### config.mk
export PLATFORM = sky130hd
export DESIGN_NAME = vsp_sync_proc
export DESIGN_NICKNAME = d
export VERILOG_FILES = /design/src/shared/vsp_pkg.sv /design/src/logic/vsp_sync_proc.sv
export SDC_FILE = /design/constraint.sdc
export NUM_CORES = 1
export LEC_CHECK = 0
export BUFFER_PORTS_ARGS = -buffer_cell sky130_fd_sc_hd__buf_2
export CORE_MARGIN = 5
export CORE_UTILIZATION = 25
export DETAILED_ROUTE_END_ITERATION = 6
export SLEW_MARGIN = 20
export SYNTH_ARGS = -nofsm -noshare
export SYNTH_HDL_FRONTEND = slang
export SYNTH_SLANG_ARGS = --single-unit
### constraint.sdc
create_clock -name core_clk -period 13.1 [get_ports core_clk]
set_clock_uncertainty 0.15 [all_clocks]
set_input_delay 2.62 -clock core_clk [delete_from_list [all_inputs] [get_ports core_clk]]
set_output_delay 2.62 -clock core_clk [all_outputs]
set_load 0.05 [all_outputs]
### src/shared/vsp_pkg.sv
package vsp_pkg;
	// Register indices; byte address is four times the index
	localparam logic [7:0] IDX_SEP_THRESH = 8'h11;
	localparam logic [7:0] IDX_COAST_CFG = 8'h12;
	localparam logic [7:0] IDX_STATUS = 8'h16;
	localparam logic [7:0] IDX_SLICE_LEVEL = 8'h1d;
	localparam logic [7:0] IDX_HS_WINDOW = 8'h20;
	localparam logic [7:0] IDX_SYNC_CTRL = 8'h21;
	localparam logic [7:0] IDX_LINE_COUNT = 8'h30;
	// Field positions
	localparam int COAST_INT_BIT = 1;
	localparam int COAST_PIN_BIT = 0;
	localparam int COAST_VSRC_BIT = 2;
	localparam int STAT_EXTRA_BIT = 0;
	localparam int STAT_FIELD_BIT = 1;
	localparam int STAT_VS_BIT = 2;
	localparam int STAT_LOCK_BIT = 3;
	localparam int SLICE_LSB = 3;
	localparam int CTRL_REGEN_BIT = 7;
	localparam int CTRL_FILT_BIT = 6;
	localparam int CTRL_VSF_BIT = 5;
	localparam int CTRL_CSRC_BIT = 4;
	// Values after reset
	localparam logic [7:0] RST_SEP_THRESH = 8'h20;
	localparam logic [2:0] RST_COAST_CFG = 3'h0;
	localparam logic [4:0] RST_SLICE_LEVEL = 5'h0f;
	localparam logic [7:0] RST_HS_WINDOW = 8'h0a;
	localparam logic [7:0] RST_SYNC_CTRL = 8'he0;
	// Timing
	localparam int CLK_PERIOD_NS = 10;
	localparam int SEP_UNIT_NS = 200;
	localparam int WIN_UNIT_NS = 25;
	localparam int SEP_TICK_CYC = SEP_UNIT_NS / CLK_PERIOD_NS;
	localparam int WIN_UNIT_CYC = WIN_UNIT_NS / CLK_PERIOD_NS;
	localparam int REGEN_WIDTH_CYC = 32;
	localparam int VS_GUARD_CYC = 16;
	localparam int LOCK_MISS_LIMIT = 8;
	typedef enum logic {VSP_SEEK = 1'b0, VSP_HOLD = 1'b1} vsp_sep_t;
endpackage : vsp_pkg

### src/logic/vsp_sync_proc.sv
// Contract
// Coast blocks sync to PLL; asynchronous input
// Coast from internal, vertical pin or external
// Board ties coast inactive with separate hsync
// Slicer level five-bit field; composite sync out
// Eight-bit separator counter, polarity independent
// Reject pulses shorter than N times 200ns
// Count up in pulse, down between; detect
// On detect reset, count out, then restart
// Separated vsync lags by threshold time
// Separator input from slicer or hsync pin
// Regenerator automatic, tolerant of extra/missing pulses
// Filter accepts edges within plus/minus x*25ns; code uses x*20ns (WIN_UNIT_CYC is two 10ns cycles)
// Sticky status bit on extraneous pulses
// Select filtered or raw sync for PLL
// Select regenerated or raw sync for processing
// Vsync filter keeps edges apart from hsync
// Software keeps vsync filter enabled
// Field, syncs, line count, sync-on-green outputs
// Field type from vsync position in line
//
// Local design decisions: the APB register port and the register addresses.
module vsp_sync_proc
	import vsp_pkg::*;
#(
	parameter int PHASE_W = 14,
	parameter int LINE_W = 12
)
(
	input wire logic core_clk,
	input wire logic arst_n,
	input wire logic psel,
	input wire logic penable,
	input wire logic pwrite,
	input wire logic [11:0] paddr,
	input wire logic [31:0] pwdata,
	output logic [31:0] prdata,
	output logic pready,
	output logic pslverr,
	input wire logic hsync_in,
	input wire logic vsync_in,
	input wire logic green_sync_input,
	input wire logic coast_in,
	output logic [4:0] slice_level,
	output logic sync_on_green,
	output logic pll_sync,
	output logic pll_coast,
	output logic hsync_out,
	output logic vertical_sync_output,
	output logic field_odd
);
	logic [1:0] hs_sy_ff, vs_sy_ff, sl_sy_ff, co_sy_ff;
	logic [7:0] thresh_ff, window_ff, ctrl_ff;
	logic [2:0] coast_cfg_ff;
	logic [4:0] slice_ff;
	logic extra_ff, lock_ff, field_ff, vs_out_ff, hs_out_ff, sog_ff;
	logic [LINE_W-1:0] line_cnt_ff, line_acc_ff;
	logic [4:0] tick_cnt_ff;
	logic tick;
	logic [7:0] pol_cnt_ff, sep_cnt_ff;
	vsp_sep_t sep_st_ff;
	logic csync, csync_act, src_prev_ff, src_act, src_edge;
	logic [PHASE_W-1:0] phase_ff, period_ff, win_cyc;
	logic [3:0] miss_ff;
	logic in_win, late_edge, regen_edge, period_match;
	logic [5:0] regen_w_ff;
	logic filt_ff, regen_hs, proc_hs, proc_prev_ff, vs_src, vs_gate;
	logic coast, wr_en, rd_en, hit;
	logic [7:0] idx;

	// Pins cross into core_clk through two flops before use
	always_ff @(posedge core_clk or negedge arst_n)
	begin
		if (!arst_n)
		begin
			hs_sy_ff <= 2'h0;
			vs_sy_ff <= 2'h0;
			sl_sy_ff <= 2'h0;
			co_sy_ff <= 2'h0;
		end
		else
		begin
			hs_sy_ff <= {hs_sy_ff[0], hsync_in};
			vs_sy_ff <= {vs_sy_ff[0], vsync_in};
			sl_sy_ff <= {sl_sy_ff[0], green_sync_input};
			co_sy_ff <= {co_sy_ff[0], coast_in};
		end
	end

	assign idx = paddr[9:2];
	assign wr_en = psel && penable && pwrite;
	assign rd_en = psel && !pwrite;
	assign pready = 1'b1;
	always_comb
	begin
		hit = 1'b1;
		case (idx)
			IDX_SEP_THRESH, IDX_COAST_CFG, IDX_STATUS, IDX_SLICE_LEVEL,
			IDX_HS_WINDOW, IDX_SYNC_CTRL, IDX_LINE_COUNT: hit = 1'b1;
			default: hit = 1'b0;
		endcase
	end
	assign pslverr = psel && penable && (!hit || paddr[1:0] != 2'h0);

	always_ff @(posedge core_clk or negedge arst_n)
	begin
		if (!arst_n)
		begin
			thresh_ff <= RST_SEP_THRESH;
			coast_cfg_ff <= RST_COAST_CFG;
			slice_ff <= RST_SLICE_LEVEL;
			window_ff <= RST_HS_WINDOW;
			ctrl_ff <= RST_SYNC_CTRL;
		end
		else if (wr_en && !pslverr)
		begin
			case (idx)
				IDX_SEP_THRESH: thresh_ff <= pwdata[7:0];
				IDX_COAST_CFG: coast_cfg_ff <= pwdata[2:0];
				IDX_SLICE_LEVEL: slice_ff <= pwdata[7:3];
				IDX_HS_WINDOW: window_ff <= pwdata[7:0];
				IDX_SYNC_CTRL: ctrl_ff <= {pwdata[7:4], 4'h0};
				default: ;
			endcase
		end
	end

	// Read data is registered in the setup cycle, ready at the access edge
	always_ff @(posedge core_clk or negedge arst_n)
	begin
		if (!arst_n)
			prdata <= 32'h0;
		else if (rd_en && !penable && paddr[1:0] != 2'h0)
			prdata <= 32'h0;
		else if (rd_en && !penable)
		begin
			case (idx)
				IDX_SEP_THRESH: prdata <= {24'h0, thresh_ff};
				IDX_COAST_CFG: prdata <= {29'h0, coast_cfg_ff};
				IDX_STATUS: prdata <= {28'h0, lock_ff, vs_out_ff, field_ff,
					extra_ff};
				IDX_SLICE_LEVEL: prdata <= {24'h0, slice_ff, 3'h0};
				IDX_HS_WINDOW: prdata <= {24'h0, window_ff};
				IDX_SYNC_CTRL: prdata <= {24'h0, ctrl_ff};
				IDX_LINE_COUNT: prdata <= {{(32-LINE_W){1'b0}}, line_cnt_ff};
				default: prdata <= 32'h0;
			endcase
		end
	end

	// The analog slicer compares against this level; its result is sliced
	assign slice_level = slice_ff;
	always_ff @(posedge core_clk or negedge arst_n)
	begin
		if (!arst_n)
			sog_ff <= 1'b0;
		else
			sog_ff <= sl_sy_ff[1];
	end
	assign sync_on_green = sog_ff;

	// Separator tick: one count per nominal 200ns unit
	assign tick = (tick_cnt_ff == 5'(SEP_TICK_CYC - 1));
	always_ff @(posedge core_clk or negedge arst_n)
	begin
		if (!arst_n)
			tick_cnt_ff <= 5'h0;
		else
			tick_cnt_ff <= tick ? 5'h0 : tick_cnt_ff + 5'h1;
	end

	assign csync = ctrl_ff[CTRL_CSRC_BIT] ? hs_sy_ff[1] : sl_sy_ff[1];

	// Sync is short duty: if the line is mostly high it is active low
	always_ff @(posedge core_clk or negedge arst_n)
	begin
		if (!arst_n)
			pol_cnt_ff <= 8'h80;
		else if (tick)
		begin
			if (csync && pol_cnt_ff != 8'hff)
				pol_cnt_ff <= pol_cnt_ff + 8'h1;
			else if (!csync && pol_cnt_ff != 8'h00)
				pol_cnt_ff <= pol_cnt_ff - 8'h1;
		end
	end
	assign csync_act = pol_cnt_ff[7] ? !csync : csync;

	always_ff @(posedge core_clk or negedge arst_n)
	begin
		if (!arst_n)
		begin
			sep_st_ff <= VSP_SEEK;
			sep_cnt_ff <= 8'h0;
		end
		else
		begin
			case (sep_st_ff)
				VSP_SEEK:
				begin
					if (sep_cnt_ff > thresh_ff)
					begin
						sep_st_ff <= VSP_HOLD;
						sep_cnt_ff <= 8'h0;
					end
					else if (tick && csync_act && sep_cnt_ff != 8'hff)
						sep_cnt_ff <= sep_cnt_ff + 8'h1;
					else if (tick && !csync_act && sep_cnt_ff != 8'h0)
						sep_cnt_ff <= sep_cnt_ff - 8'h1;
				end
				VSP_HOLD:
				begin
					if (csync_act)
						sep_cnt_ff <= 8'h0;
					else if (sep_cnt_ff >= thresh_ff)
					begin
						sep_st_ff <= VSP_SEEK;
						sep_cnt_ff <= 8'h0;
					end
					else if (tick)
						sep_cnt_ff <= sep_cnt_ff + 8'h1;
				end
				default:
				begin
					sep_st_ff <= VSP_SEEK;
					sep_cnt_ff <= 8'h0;
				end
			endcase
		end
	end
	// Separated vsync is the HOLD state, so it lags by the threshold
	assign vs_src = coast_cfg_ff[COAST_VSRC_BIT] ? vs_sy_ff[1] :
		(sep_st_ff == VSP_HOLD);

	// Horizontal flywheel on leading edges of the normalised sync
	assign src_act = csync_act;
	assign src_edge = src_act && !src_prev_ff;
	assign win_cyc = PHASE_W'(window_ff) * PHASE_W'(WIN_UNIT_CYC);
	assign in_win = (phase_ff <= win_cyc) ||
		(phase_ff + win_cyc >= period_ff);
	// Once locked, early edges are ignored so serrations cannot pull the flywheel
	assign late_edge = phase_ff >= period_ff - (period_ff >> 3);
	assign regen_edge = (lock_ff && phase_ff == period_ff) ||
		(src_edge && (late_edge || !lock_ff));
	// Lock once two intervals agree; a lone edge after reset locks only if the phase is within the window of the all-ones reset period
	assign period_match =
		({1'b0, phase_ff} + {1'b0, win_cyc} >= {1'b0, period_ff}) &&
		({1'b0, phase_ff} <= {1'b0, period_ff} + {1'b0, win_cyc});

	always_ff @(posedge core_clk or negedge arst_n)
	begin
		if (!arst_n)
			src_prev_ff <= 1'b0;
		else
			src_prev_ff <= src_act;
	end

	always_ff @(posedge core_clk or negedge arst_n)
	begin
		if (!arst_n)
		begin
			phase_ff <= '0;
			period_ff <= '1;
			miss_ff <= 4'h0;
			lock_ff <= 1'b0;
		end
		else
		begin
			if (src_edge && (late_edge || !lock_ff))
			begin
				period_ff <= phase_ff;
				phase_ff <= '0;
				miss_ff <= 4'h0;
				lock_ff <= lock_ff || period_match;
			end
			else if (lock_ff && phase_ff == period_ff)
			begin
				phase_ff <= '0;
				// Missing pulses coast through; many in a row unlock
				if (miss_ff == 4'(LOCK_MISS_LIMIT - 1))
					lock_ff <= 1'b0;
				else
					miss_ff <= miss_ff + 4'h1;
			end
			else if (phase_ff != '1)
				// Unlocked, the phase measures the gap to the next edge
				phase_ff <= phase_ff + 1'b1;
		end
	end

	always_ff @(posedge core_clk or negedge arst_n)
	begin
		if (!arst_n)
			regen_w_ff <= 6'h0;
		else if (regen_edge)
			regen_w_ff <= 6'(REGEN_WIDTH_CYC);
		else if (regen_w_ff != 6'h0)
			regen_w_ff <= regen_w_ff - 6'h1;
	end
	assign regen_hs = (regen_w_ff != 6'h0);

	// Filtered sync rises only for leading edges inside the window; it falls with the input
	always_ff @(posedge core_clk or negedge arst_n)
	begin
		if (!arst_n)
			filt_ff <= 1'b0;
		else if (src_edge && in_win)
			filt_ff <= 1'b1;
		else if (!src_act)
			filt_ff <= 1'b0;
	end

	// Sticky; a new extra edge in the clearing cycle keeps it set
	always_ff @(posedge core_clk or negedge arst_n)
	begin
		if (!arst_n)
			extra_ff <= 1'b0;
		else if (src_edge && lock_ff && !in_win)
			extra_ff <= 1'b1;
		else if (wr_en && !pslverr && idx == IDX_STATUS &&
			pwdata[STAT_EXTRA_BIT])
			extra_ff <= 1'b0;
	end

	always_comb
	begin
		if (coast_cfg_ff[COAST_INT_BIT])
			coast = (sep_st_ff == VSP_HOLD);
		else if (coast_cfg_ff[COAST_PIN_BIT])
			coast = vs_sy_ff[1];
		else
			coast = co_sy_ff[1];
	end
	assign pll_coast = coast;
	// Blocked sync leaves the PLL free-running at its present rate
	assign pll_sync = coast ? 1'b0 :
		(ctrl_ff[CTRL_FILT_BIT] ? filt_ff : src_act);

	assign proc_hs = ctrl_ff[CTRL_REGEN_BIT] ? regen_hs : src_act;
	// Hold vsync back while an hsync leading edge is near
	// Unlocked there is no line to measure; wait for the regenerated hsync pulse (regen_w_ff) to end
	assign vs_gate = lock_ff ? ((phase_ff >= PHASE_W'(VS_GUARD_CYC)) &&
		(phase_ff + PHASE_W'(VS_GUARD_CYC) < period_ff)) :
		(regen_w_ff == 6'h0);

	always_ff @(posedge core_clk or negedge arst_n)
	begin
		if (!arst_n)
		begin
			vs_out_ff <= 1'b0;
			field_ff <= 1'b0;
		end
		else if (!vs_src)
			vs_out_ff <= 1'b0;
		else if (!vs_out_ff && (vs_gate || !ctrl_ff[CTRL_VSF_BIT]))
		begin
			vs_out_ff <= 1'b1;
			field_ff <= (phase_ff < (period_ff >> 1));
		end
	end

	// Lines per frame: hsync leading edges between vsync leading edges
	always_ff @(posedge core_clk or negedge arst_n)
	begin
		if (!arst_n)
		begin
			proc_prev_ff <= 1'b0;
			hs_out_ff <= 1'b0;
			line_acc_ff <= '0;
			line_cnt_ff <= '0;
		end
		else
		begin
			proc_prev_ff <= proc_hs;
			hs_out_ff <= proc_hs;
			if (vs_src && !vs_out_ff && (vs_gate || !ctrl_ff[CTRL_VSF_BIT]))
			begin
				line_cnt_ff <= line_acc_ff;
				line_acc_ff <= '0;
			end
			else if (proc_hs && !proc_prev_ff && line_acc_ff != '1)
				line_acc_ff <= line_acc_ff + 1'b1;
		end
	end

	assign hsync_out = hs_out_ff;
	assign vertical_sync_output = vs_out_ff;
	assign field_odd = field_ff;
endmodule : vsp_sync_proc

**Word level (Yosys, flattened, before mapping)**

Index checks and enable logic that the tools add are counted.

- Memories: 0
- Output and inout port bits: 45
- Bits in read-only memories: 0
- Bits in latches: 0
- Register bits: 160
- Memory bits (writable): 0
- Bits of input ports: 53
- Word-level logic and storage cells: 188

- Eq/ne operators: 19
- $mul: 0
- $lt $le $gt $ge: 10
- Muxes and demuxes: 46
- Shift operators: 0
- Add/subtract/negate cells: 14
- Bitwise gates (word level): 1
- Div/mod/pow operators: 0
- Reductions and logical operators: 70

Operator list:

| cell | number |
|---|---|
| case mux 12 bit (7 select lines) | 1 |
| two-way mux 32 bit | 2 |
| two-way mux 8 bit | 8 |
| two-way mux 14 bit | 3 |
| == test 8 x 5 -> 1 bit, second input constant | 4 |
| adder 14 x 9 -> 15 bit | 2 |
| >= comparator 14 bit | 2 |
| logical AND 1 bit | 28 |
| == test 8 x 6 -> 1 bit, second input constant | 3 |
| two-way mux 12 bit | 2 |
| two-way mux 1 bit | 22 |
| AND reduction 2 bit | 10 |
| adder 8 x 1 -> 8 bit, second input constant | 2 |
| inequality test 8 bit, second input constant | 2 |
| case mux 8 bit (2 select lines) | 1 |
| nonzero test 2 bit | 8 |
| nonzero test 8 bit | 2 |
| subtractor 8 x 1 -> 8 bit, second input constant | 2 |
| >= comparator 15 x 14 -> 1 bit | 1 |
| <= comparator 14 x 15 -> 1 bit | 1 |
| adder 14 x 1 -> 14 bit, second input constant | 1 |
| adder 14 x 5 -> 14 bit, second input constant | 1 |
| adder 14 x 9 -> 14 bit | 1 |
| == test 14 bit | 1 |
| 30 further kinds | 50 |

**Longest topological paths before layout**

Gate-level depths: netlist (run 1).

- Word-level depth: 12
- Gate-level depth with buffers: 19
- Depth with buffers taken out: 18

**Worst setup path after synthesis (run 1)**

Ideal clock, no wire load.

- Path kind: input to output
- From: in paddr[4]
- To: out pslverr
- Stages: 7
- Setup slack: 6242 ps
- Arrival: 4088 ps
- Cells stage by stage: buf_4 nor4_1 nand3b_1 o21ai_0 a22o_1 nand2_1 and3_1

- Cells in the longest elaborated chain, start to end: 6
- Elaborated cells between the ends (all ways): 12
- Classes of those cells: eq/ne (7); mux (1); reduce/logical (4)

RTL lines:

| what | line | source |
|---|---|---|
| start: declaration | vsp_sync_proc.sv:35 | `input wire logic [11:0] paddr,` |
| == test 8 x 5 -> 1 bit or == test 8 x 6 -> 1 bit (tied branches) | vsp_sync_proc.sv:97 | `case (idx)` |
| OR reduction 7 bit (*) | vsp_sync_proc.sv:97 |  |
| two-way mux 1 bit (*) | vsp_sync_proc.sv:97 |  |
| logical NOT 1 bit (*) | vsp_sync_proc.sv:103 | `assign pslverr = psel && penable && (!hit \|\| paddr[1:0] != 2'h0);` |
| logical OR 1 bit (*) | vsp_sync_proc.sv:103 |  |
| logical AND 1 bit (*) | vsp_sync_proc.sv:103 |  |
| end: declaration | vsp_sync_proc.sv:39 | `output logic pslverr,` |

Every way passes the cells marked *; elsewhere a longest branch is shown, timed or not.

**Worst setup path in the final report (run 1)**

Same ends and word-level chain as after synthesis.

==> impl_metrics.tcl, run 1 <==
set metrics [dict create \
    grt_pass1_vias 8068 \
    ys_ff_latch 140 \
    clk_pin_slew_worst_paths_ns 0.06 \
    postCtsSetupBuffers 0 \
    drc 0 \
    min_period_ns 7.16 \
    synth.most_common_cell "ha_1" \
    grt_max_degree 75 \
    finalNonFillerCells 1720 \
    overflow 0 \
    netlist_instances 1135 \
    ys_seq_area_share_pct 33.4 \
    rsz0062_at_grt "false" \
    antenna_found_initial 0 \
    layout-drive-gt1-share_pct 14.6 \
    dr.pass1.iters 4 \
    diodes 0 \
    synth_edf_count 0 \
    vias 8305 \
    grt_use_total_pct 11.3 \
    total_power_mw 2.16 \
    fin_area_um2 11900 \
    cts_sinks 140 \
    run_status "finished, final reports clean" \
    ctsHoldBuffers 0 \
    fillCellCount 4377 \
    setup_viol 0 \
    arrival_ns 4.39 \
    synth_top_area_share_pct 27.2 \
    synth_area_per_cell_um2 9.32 \
    drt.antenna.violating_nets 0 \
    yosys_most_used_dff "dfrtp_1" \
    dp_hpwl_mm 20.0 \
    numPortBuffers 50 \
    max_slew_margin_pct 43.4 \
    clk_path_buf_depth 2 \
    period_share_pct 54.6 \
    worstPathRequired_ns 10.33 \
    maxCapViolations 0 \
    slew_violations 0 \
    grt_pass1_wl_mm 42.8 \
    nets 1350 \
    finalSetupTns_ns 0 \
    crit_type "in -> out" \
    hp-class "reg -> reg" \
    peakVddDrop_mv 0.0772 \
    die_height_um 216 \
    drt-vias-per-instance 4.83 \
    dp_cells 1688 \
    yosysTopAreaCell "dfrtp_1" \
    postPlaceCellArea_um2 11300 \
    worst_pin_slew_ns 0.849 \
    worstHoldStart "sl_sy_ff[0]" \
    cp_max_fo 10 \
    synthArstFlopShare_pct 100 \
    synth_area_um2 10600 \
    post_drt_wl_per_cell_um 15.4 \
    netlist_top_cells_area "dfrtp_1, ha_1, dfstp_2, xnor2_1, mux2_2" \
    powerDensity_nw_per_um2 181 \
    synthToLayoutAreaGrowth_pct 12.5 \
    design.die.area_um2 46500 \
    gp_congestion 0.856 \
    cts_tree "done" \
    synth_cell_type_count 80 \
    core-area_um2 41900 \
    cts-resized-gates 0 \
    dr.first_iter.drc_count 455 \
    ios 98 \
    ctsRootBufferMaster "clkbuf_16" \
    critPathCaptureType "output pin" \
    reg2reg_from "period_ff[4]" \
    leakagePower_nw 5.36 \
    rows 75 \
    htree_levels 4 \
    synth_commonest_cells "ha_1, dfrtp_1, nor2_1" \
    fmax_mhz 140 \
    clock_latency_ns 0.45 \
    crit_start "paddr[4]" \
    start_kind "input pin" \
    synth_warnings 0 \
    routed_wirelength_mm 26.4 \
    cts_buffers 17 \
    start_util_pct 25.2 \
    hold_viol 0 \
    die_width_um 216 \
]
-- layout by cell type (no fill, tap or decap), drive strengths merged, types with 6 or more instances in the layout --
cell type	count
nor2	89
ha	125
a21oi	53
mux2	39
nand4	21
or3	11
nand2b	15
nor4	7
nor2b	16
nor3	32
and3	13
xnor2	44
a211oi	17
dfstp	25
xor2	37
clkbuf	17
conb	21
buf	52
a221oi	7
or4	9
dfrtp	115
a31oi	10
nand2	80
o31ai	11
o211ai	13
o21bai	6
a22o	8
a21o	16
mux2i	21
o21ai	71
nand3	30
inv	67
-- per-stage QoR --
step / worst slack (ns) / utilization (%) / hold WS [ns]
2_1_floorplan: 6.24 / - / 0.181
3_3_place_gp: 5.95 / 26.9 / 0.184
3_5_place_dp: 5.95 / 26.9 / 0.187
4_1_cts: 5.95 / 28.4 / 0.201
5_1_grt: 5.76 / 28.4 / 0.215
6_report: 5.94 / 28.4 / 0.200
-- where the power goes --
part / internal, mW / total [mW] / switching (mW)
sequential: 0.503 / 0.603 / 0.0998
combinational: 0.442 / 1.02 / 0.578
clock: 0.322 / 0.532 / 0.210
-- final timing paths --
check	end	slack, ns	cells after the start
setup / recovery	pslverr	5.94	8
hold / removal	sl_sy_ff[1]	0.20	0
setup reg to reg	regen_w_ff[5]	7.74	18
hold reg to reg	sl_sy_ff[1]	0.20	0
max in group asynchronous	pol_cnt_ff[4]	9.41	2
min in group asynchronous	line_acc_ff[2]	2.04	1
-- cell families (layout without fill, tap and decap cells) --
| group | Yosys count | count (layout) | synth area share [%] |
|---|---|---|---|
| AND/OR/NAND/NOR | 356 | 356 | 17.2 |
| AO/OA/AOI/OAI | 246 | 246 | 15.2 |
| flip-flops | 140 | 140 | 33.4 |
| adder cells (fa/ha/maj) | 129 | 129 | 15.5 |
| buffers and inverters | 121 | 148 | 5.44 |
| XOR/XNOR | 81 | 81 | 6.78 |
| multiplexers | 60 | 60 | 6.39 |
| other | 2 | 21 | 0.0710 |
-- flip-flops by register name, summed over array words and instances (netlist names), 3 cells and up --
register      flops
period_ff        14
phase_ff         14
line_acc_ff      12
line_cnt_ff      12
prdata           12
pol_cnt_ff        8
sep_cnt_ff        8
thresh_ff         8
window_ff         8
regen_w_ff        6
slice_level       5
tick_cnt_ff       5
ctrl_ff           4
miss_ff           4
coast_cfg_ff      3
-- critical path: stages --
cell      delay (ns)
buf_2           0.18
nor4_1          0.29
nand3b_1        0.27
o21ai_0         0.23
a22o_1          0.16
nand2_1         0.18
and3_1          0.25
buf_2           0.20
-- cell type report --
cell class	instances	area [µm²]	share of cell area [%]
clock buffers	17	425	3.57
multi-input cells	893	6540	55.0
flip-flops and latches	140	3530	29.7
well taps	539	674	5.67
inverters	64	240	2.02
clock inverters	15	214	1.80
repair buffers	52	272	2.28
-- metal layers --
layer | wire [µm] | GRT usage (%) | vias to the layer above
li1 | - | - | 4109
met1 | 13100 | 15.5 | 4036
met2 | 12100 | 18.1 | 135
met3 | 802 | 2.27 | 25
met4 | 393 | 3.03 | 0
met5 | 0 | 0 | -
Note: power is estimated with default switching activity, not from simulation.
==> inputs of run 2 (changes only) <==
clock period = 5.9 ns   (was 13.1 ns; I/O delays follow)
==> run 2 against run 1 <==
Effect of this change: final cell count about the same; largest cell class unchanged; power increased by 120%; worst setup slack worse by 5.0 ns; register-to-register slack worse by 6.8 ns; global-route usage is 0.15 points higher; count of clock-buffer cells in the layout grew 2.
==> impl_metrics.tcl, run 2 (same netlist as run 1, synthesis figures left out) <==
set metrics [dict create \
    final_cell_mix "ha_1, dfrtp_1, nor2_1" \
    mostFrequentLayoutCell "ha_1" \
    layout-drive-gt1-share_pct 14.6 \
    slew_violations 0 \
    cp_slowest_cell "dfstp_2" \
    rsz0062_at_grt "false" \
    clkPwrFrac_pct 25.3 \
    drt.antenna.violating_nets 0 \
    vias 8384 \
    reg2reg_from "period_ff[4]" \
    grt_max_degree 95 \
    clock_latency_ns 0.45 \
    numPortBuffers 50 \
    rows 75 \
    start_kind "register" \
    routed_wirelength_mm 26.5 \
    arrival_ns 5.18 \
    max_slew_margin_pct 39.5 \
    path_cells "inv_1, ha_1, nor2b_1, o21a_1, o21ai_0, a21oi_1, o21ai_0, nor4b_1, nor3_1, ha_1, nand4_1, a21oi_1, a2111oi_2, o211ai_1, o21ai_2, buf_4, mux2_2" \
    hold_viol 0 \
    cts_tree "done" \
    powerDensity_nw_per_um2 405 \
    fmax_mhz 202 \
    critPathCaptureType "register" \
    switching_share_pct 40.7 \
    leakagePower_nw 5.38 \
    die_width_um 216 \
    worstHoldStart "sl_sy_ff[0]" \
    overflow 0 \
    worst-path-buf-inv 2 \
    run_status "finished, final reports clean" \
    p_comb_share_pct 47.1 \
    gp_congestion 0.903 \
    cts-resized-gates 0 \
    worst_pin_slew_ns 0.907 \
    core-area_um2 41900 \
    nets 1351 \
    post-place-ws_ns 0.998 \
    peakVddDrop_mv 0.167 \
    reg2reg_to "period_ff[3]" \
    reg.largest.list "period_ff x14, phase_ff x14" \
    min_period_ns 4.96 \
    clk_path_buf_depth 2 \
    seq_area_um2 3530 \
    postCtsSetupBuffers 0 \
    fillCellCount 4356 \
    p_sw_mw 1.97 \
    design.die.area_um2 46500 \
    crit_type "reg -> reg" \
    start_util_pct 25.2 \
    grt_use_total_pct 11.4 \
    setup_viol 0 \
    cp_max_fo 25 \
    worstPathRequired_ns 6.12 \
    htree_levels 4 \
    hp-class "reg -> reg" \
    dp_hpwl_mm 19.8 \
    cts_sinks 140 \
    reg2regPathDepth 17 \
    seq_power_share_pct 27.6 \
    ctsRootBufferMaster "clkbuf_16" \
    layout_setup_ws_ns 0.938 \
    drc 0 \
    drt-vias-per-instance 4.87 \
    multiInputGateArea_um2 6540 \
    worst_path_largest_cell_delay_ns 0.62 \
    maxCapViolations 0 \
    dr.first_iter.drc_count 474 \
    clk_pin_slew_worst_paths_ns 0.07 \
    dr.pass1.iters 4 \
    reg2reg_slack_ns 0.94 \
    post_drt_wl_per_cell_um 15.4 \
    cts_buffers 17 \
    die_height_um 216 \
    period_share_pct 84.1 \
    synthToLayoutAreaGrowth_pct 12.7 \
    grt_pass1_wl_mm 43.4 \
    whs_path_depth 0 \
    cp_top_family "compound AO/OA/AOI/OAI gates" \
    p_int_mw 2.87 \
    ctsHoldBuffers 0 \
    grt_pass1_vias 8189 \
    finalSetupTns_ns 0 \
    min_delay_worst_endpoint "sl_sy_ff[1]" \
    antenna_found_initial 0 \
    ios 98 \
    diodes 0 \
]
-- run 2: worst register-to-register path, delay by kind of cell (launching register included) --
family          cells  cell delay [ns]
buf+inv             2             0.46
fa+ha+maj           2             0.59
simple gates        4             0.64
compound gates      8             2.04
flops               1             0.62
mux                 1             0.39
-- run 2: worst max-delay path by stage --
stage / cells past startpoint / slack (ns) / from / end
after floorplan: 15 / 1.61 / period_ff[11] / period_ff[11]
after global placement: 17 / 1.06 / period_ff[4] / period_ff[9]
after detailed placement: 17 / 1.0 / period_ff[4] / period_ff[8]
after CTS: 17 / 0.95 / period_ff[4] / period_ff[8]
after global routing: 17 / 0.61 / period_ff[4] / period_ff[3]
final: 17 / 0.94 / period_ff[4] / period_ff[3]
-- run 2: area by class of cell --
| cell class | count | share of cell area, % |
|---|---|---|
| Clock buffer | 19 | 3.71 |
| Clock inverter | 13 | 1.79 |
| Inverter | 64 | 2.01 |
| Multi-Input combinational cell | 893 | 54.9 |
| Sequential cell | 140 | 29.6 |
| Tap cell | 539 | 5.65 |
| Timing Repair Buffer | 53 | 2.34 |
-- run 2: power groups by stage --
stage | clock [mW] | combinational, mW | sequential (mW)
6_report | 1.22 | 2.28 | 1.34
5_1_grt | 1.29 | 2.60 | 1.36
4_1_cts | 1.25 | 2.27 | 1.34
3_5_place_dp | 0 | 2.24 | 1.35
3_3_place_gp | 0 | 2.19 | 1.35
2_1_floorplan | 0 | 1.74 | 1.29
-- run 2: metal layers --
metal	vias up	track usage [%]	wire, µm
li1	4111	-	-
met1	4067	15.7	12800
met2	170	17.8	12100
met3	36	2.68	1050
met4	0	3.71	569
met5	-	0	0
-- run 2: per-stage QoR --
step	util, %	power, mW	area [µm²]	hold WS (ns)	std cells
finish	28.4	4.83	11900	0.199	1721
CTS	28.4	4.86	11900	0.200	1721
global placement	26.9	3.54	11300	0.186	1689
floorplan	-	3.02	10700	0.181	1154
global route	28.4	5.26	11900	0.215	1721
detailed placement	26.9	3.59	11300	0.186	1689
==> inputs of run 3 (changes only) <==
ABC_AREA = 1   (was default)
clock period = 4.1 ns   (was 5.9 ns; I/O delays follow)
==> run 3 against run 2 <==
Effect of this change: worst setup slack lost 0.54 ns; flip-flop and latch count is the same; die area grew 8.1%; final cell count grew 29%; power grew 44%; first-iteration DRC count grew 22%; wire length grew 17%; core utilization grew 0.095 points; fmax grew 34%; clock power grew 23%; critical path depth grew 2; largest power group unchanged.
==> impl_metrics.tcl, run 3 <==
set metrics [dict create \
    run_status "finished, final reports clean" \
    dp_cells 2184 \
    grt_pass1_vias 9971 \
    final_cell_mix "nand2_1, inv_1, nor2_1" \
    clock_latency_ns 0.43 \
    layout-drive-gt1-share_pct 12.1 \
    peakVddDrop_mv 0.264 \
    clk_path_buf_depth 2 \
    overflow 0 \
    drc 0 \
    synth_edf_count 0 \
    mostFrequentLayoutCell "nand2_1" \
    numPortBuffers 50 \
    max_slew_margin_pct 40.8 \
    ctsRootBufferMaster "clkbuf_16" \
    arrival_ns 3.85 \
    setup_viol 0 \
    critical_path.most_common_cell "nand2_1" \
    synthToLayoutAreaGrowth_pct 12.7 \
    synth_top_family_by_area "simple AND/OR/NAND/NOR gates" \
    post_drt_wl_per_cell_um 14.0 \
    reg.largest.list "period_ff x14, phase_ff x14" \
    cts_sinks 140 \
    worst_pin_slew_ns 0.887 \
    routed_wirelength_mm 31.1 \
    synth_warnings 0 \
    crit_type "reg -> reg" \
    post-place-ws_ns 0.433 \
    netlist_instances 1547 \
    htree_levels 4 \
    fmax_mhz 270 \
    cts_tree "done" \
    antenna_found_initial 0 \
    synth_area_per_cell_um2 7.42 \
    maxCapViolations 0 \
    synthArstFlopShare_pct 100 \
    dr.first_iter.drc_count 578 \
    worst_path_largest_cell_delay_ns 0.62 \
    hp-class "reg -> reg" \
    worst-path-buf-inv 2 \
    cp_slowest_cell "dfstp_2" \
    cts-resized-gates 0 \
    synth_cell_type_count 47 \
    critPathCaptureType "register" \
    postCtsSetupBuffers 0 \
    die_height_um 224 \
    worstPathRequired_ns 4.24 \
    design.die.area_um2 50300 \
    fillCellCount 4928 \
    drt.antenna.violating_nets 0 \
    synth_compound_area_share_pct 11.1 \
    synth.most_common_cell "nand2_1" \
    period_share_pct 90.4 \
    grt_pass1_wl_mm 50.8 \
    die_width_um 224 \
    layout_setup_ws_ns 0.395 \
    path_cells "inv_1, ha_1, nand2_1, o21ai_1, a21oi_1, o21ai_1, nand3b_1, nand3_1, nand2_1, ha_1, nand2_1, o21bai_1, a21oi_1, nor2_1, nand2_1, nand2_1, nand2_2, buf_12, a21oi_1" \
    synth_area_um2 11500 \
    rsz0062_at_grt "false" \
    yosysTopAreaCell "dfrtp_1" \
    synthSimpleGateAreaFrac_pct 28.4 \
    netlist_top_cells_area "dfrtp_1, ha_1, nand2_1, inv_1, dfstp_2" \
    synth_top_area_share_pct 25.1 \
    cp_top_family "compound AO/OA/AOI/OAI gates" \
    leakagePower_nw 6.59 \
    start_kind "register" \
    core-area_um2 45400 \
    synth-xor-area-share_pct 5.72 \
    dr.pass1.iters 6 \
    drt-vias-per-instance 4.64 \
    nets 1785 \
    ys_ff_latch 140 \
    ys_seq_area_share_pct 30.8 \
    hold_viol 0 \
    vias 10281 \
    finalNonFillerCells 2216 \
    grt_max_degree 89 \
    ctsHoldBuffers 0 \
    cp_max_fo 14 \
    clk_pin_slew_worst_paths_ns 0.07 \
    ios 98 \
    diodes 0 \
    rows 78 \
    slew_violations 0 \
    yosys_most_used_dff "dfrtp_1" \
    grt_use_total_pct 12.3 \
    finalSetupTns_ns 0 \
    synth_commonest_cells "nand2_1, inv_1, nor2_1" \
    dp_hpwl_mm 24.3 \
    synth_fa_ha_area_share_pct 14.3 \
    gp_congestion 0.892 \
    min_period_ns 3.71 \
    start_util_pct 25.3 \
    cts_buffers 17 \
    synthMuxAreaShare_pct 0 \
    powerDensity_nw_per_um2 538 \
]
-- run 3: kinds of logic after synthesis --
group,Yosys count
AO/OA/AOI/OAI,224
XOR/XNOR,75
adder cells (fa/ha/maj),129
other,2
flip-flops,140
buffers and inverters,247
AND/OR/NAND/NOR,730
-- run 3: metrics by stage --
stage	instance area (µm²)	utilization [%]	hold slack, ns	power (mW)
2_1_floorplan	11600	-	0.181	4.56
3_3_place_gp	12400	27.3	0.183	5.42
3_5_place_dp	12400	27.3	0.186	5.49
4_1_cts	12900	28.5	0.199	7.01
5_1_grt	12900	28.5	0.208	7.62
6_report	12900	28.5	0.196	6.96
-- run 3: worst register-to-register path: cells and delay by family (launching register included) --
| kind | cells | cell delay [ns] |
|---|---|---|
| AO/OA/AOI/OAI | 6 | 1.04 |
| adder cells (fa/ha/maj) | 2 | 0.58 |
| buffers and inverters | 2 | 0.32 |
| AND/OR/NAND/NOR | 9 | 0.87 |
| flip-flops | 1 | 0.62 |
-- run 3: power breakdown --
| part | leakage [nW] | switching, mW | internal [mW] |
|---|---|---|---|
| clock network | 0.280 | 0.679 | 0.817 |
| registers | 1.77 | 0.240 | 1.60 |
| logic | 4.54 | 2.31 | 1.32 |
| total | 6.59 | 3.22 | 3.74 |
-- run 3: final timing paths --
check / endpoint / slack (ns) / start / depth (start not counted)
worst max-delay path: phase_ff[6] / 0.39 / period_ff[4] / 19
worst min-delay path: hs_sy_ff[1] / 0.20 / hs_sy_ff[0] / 0
worst max register to register: phase_ff[6] / 0.39 / period_ff[4] / 19
worst min register to register: hs_sy_ff[1] / 0.20 / hs_sy_ff[0] / 0
max in group asynchronous: period_ff[6] / 2.60 / arst_n / 2
min in group asynchronous: pol_cnt_ff[4] / 0.31 / arst_n / 1
-- run 3: layout make-up --
type | instances | area [µm²] | area share (%)
Multi-Input combinational cell | 1179 | 6910 | 53.4
Sequential cell | 140 | 3530 | 27.3
Tap cell | 600 | 751 | 5.80
Inverter | 193 | 724 | 5.60
Timing Repair Buffer | 72 | 459 | 3.55
Clock buffer | 18 | 439 | 3.39
Clock inverter | 14 | 128 | 0.986
-- run 3: metal layers --
layer | track usage, % | share of wire (%)
met3 | 2.02 | 5.2
met5 | 0 | 0
met2 | 19.7 | 45
met1 | 16.8 | 47
met4 | 4.11 | 2.6
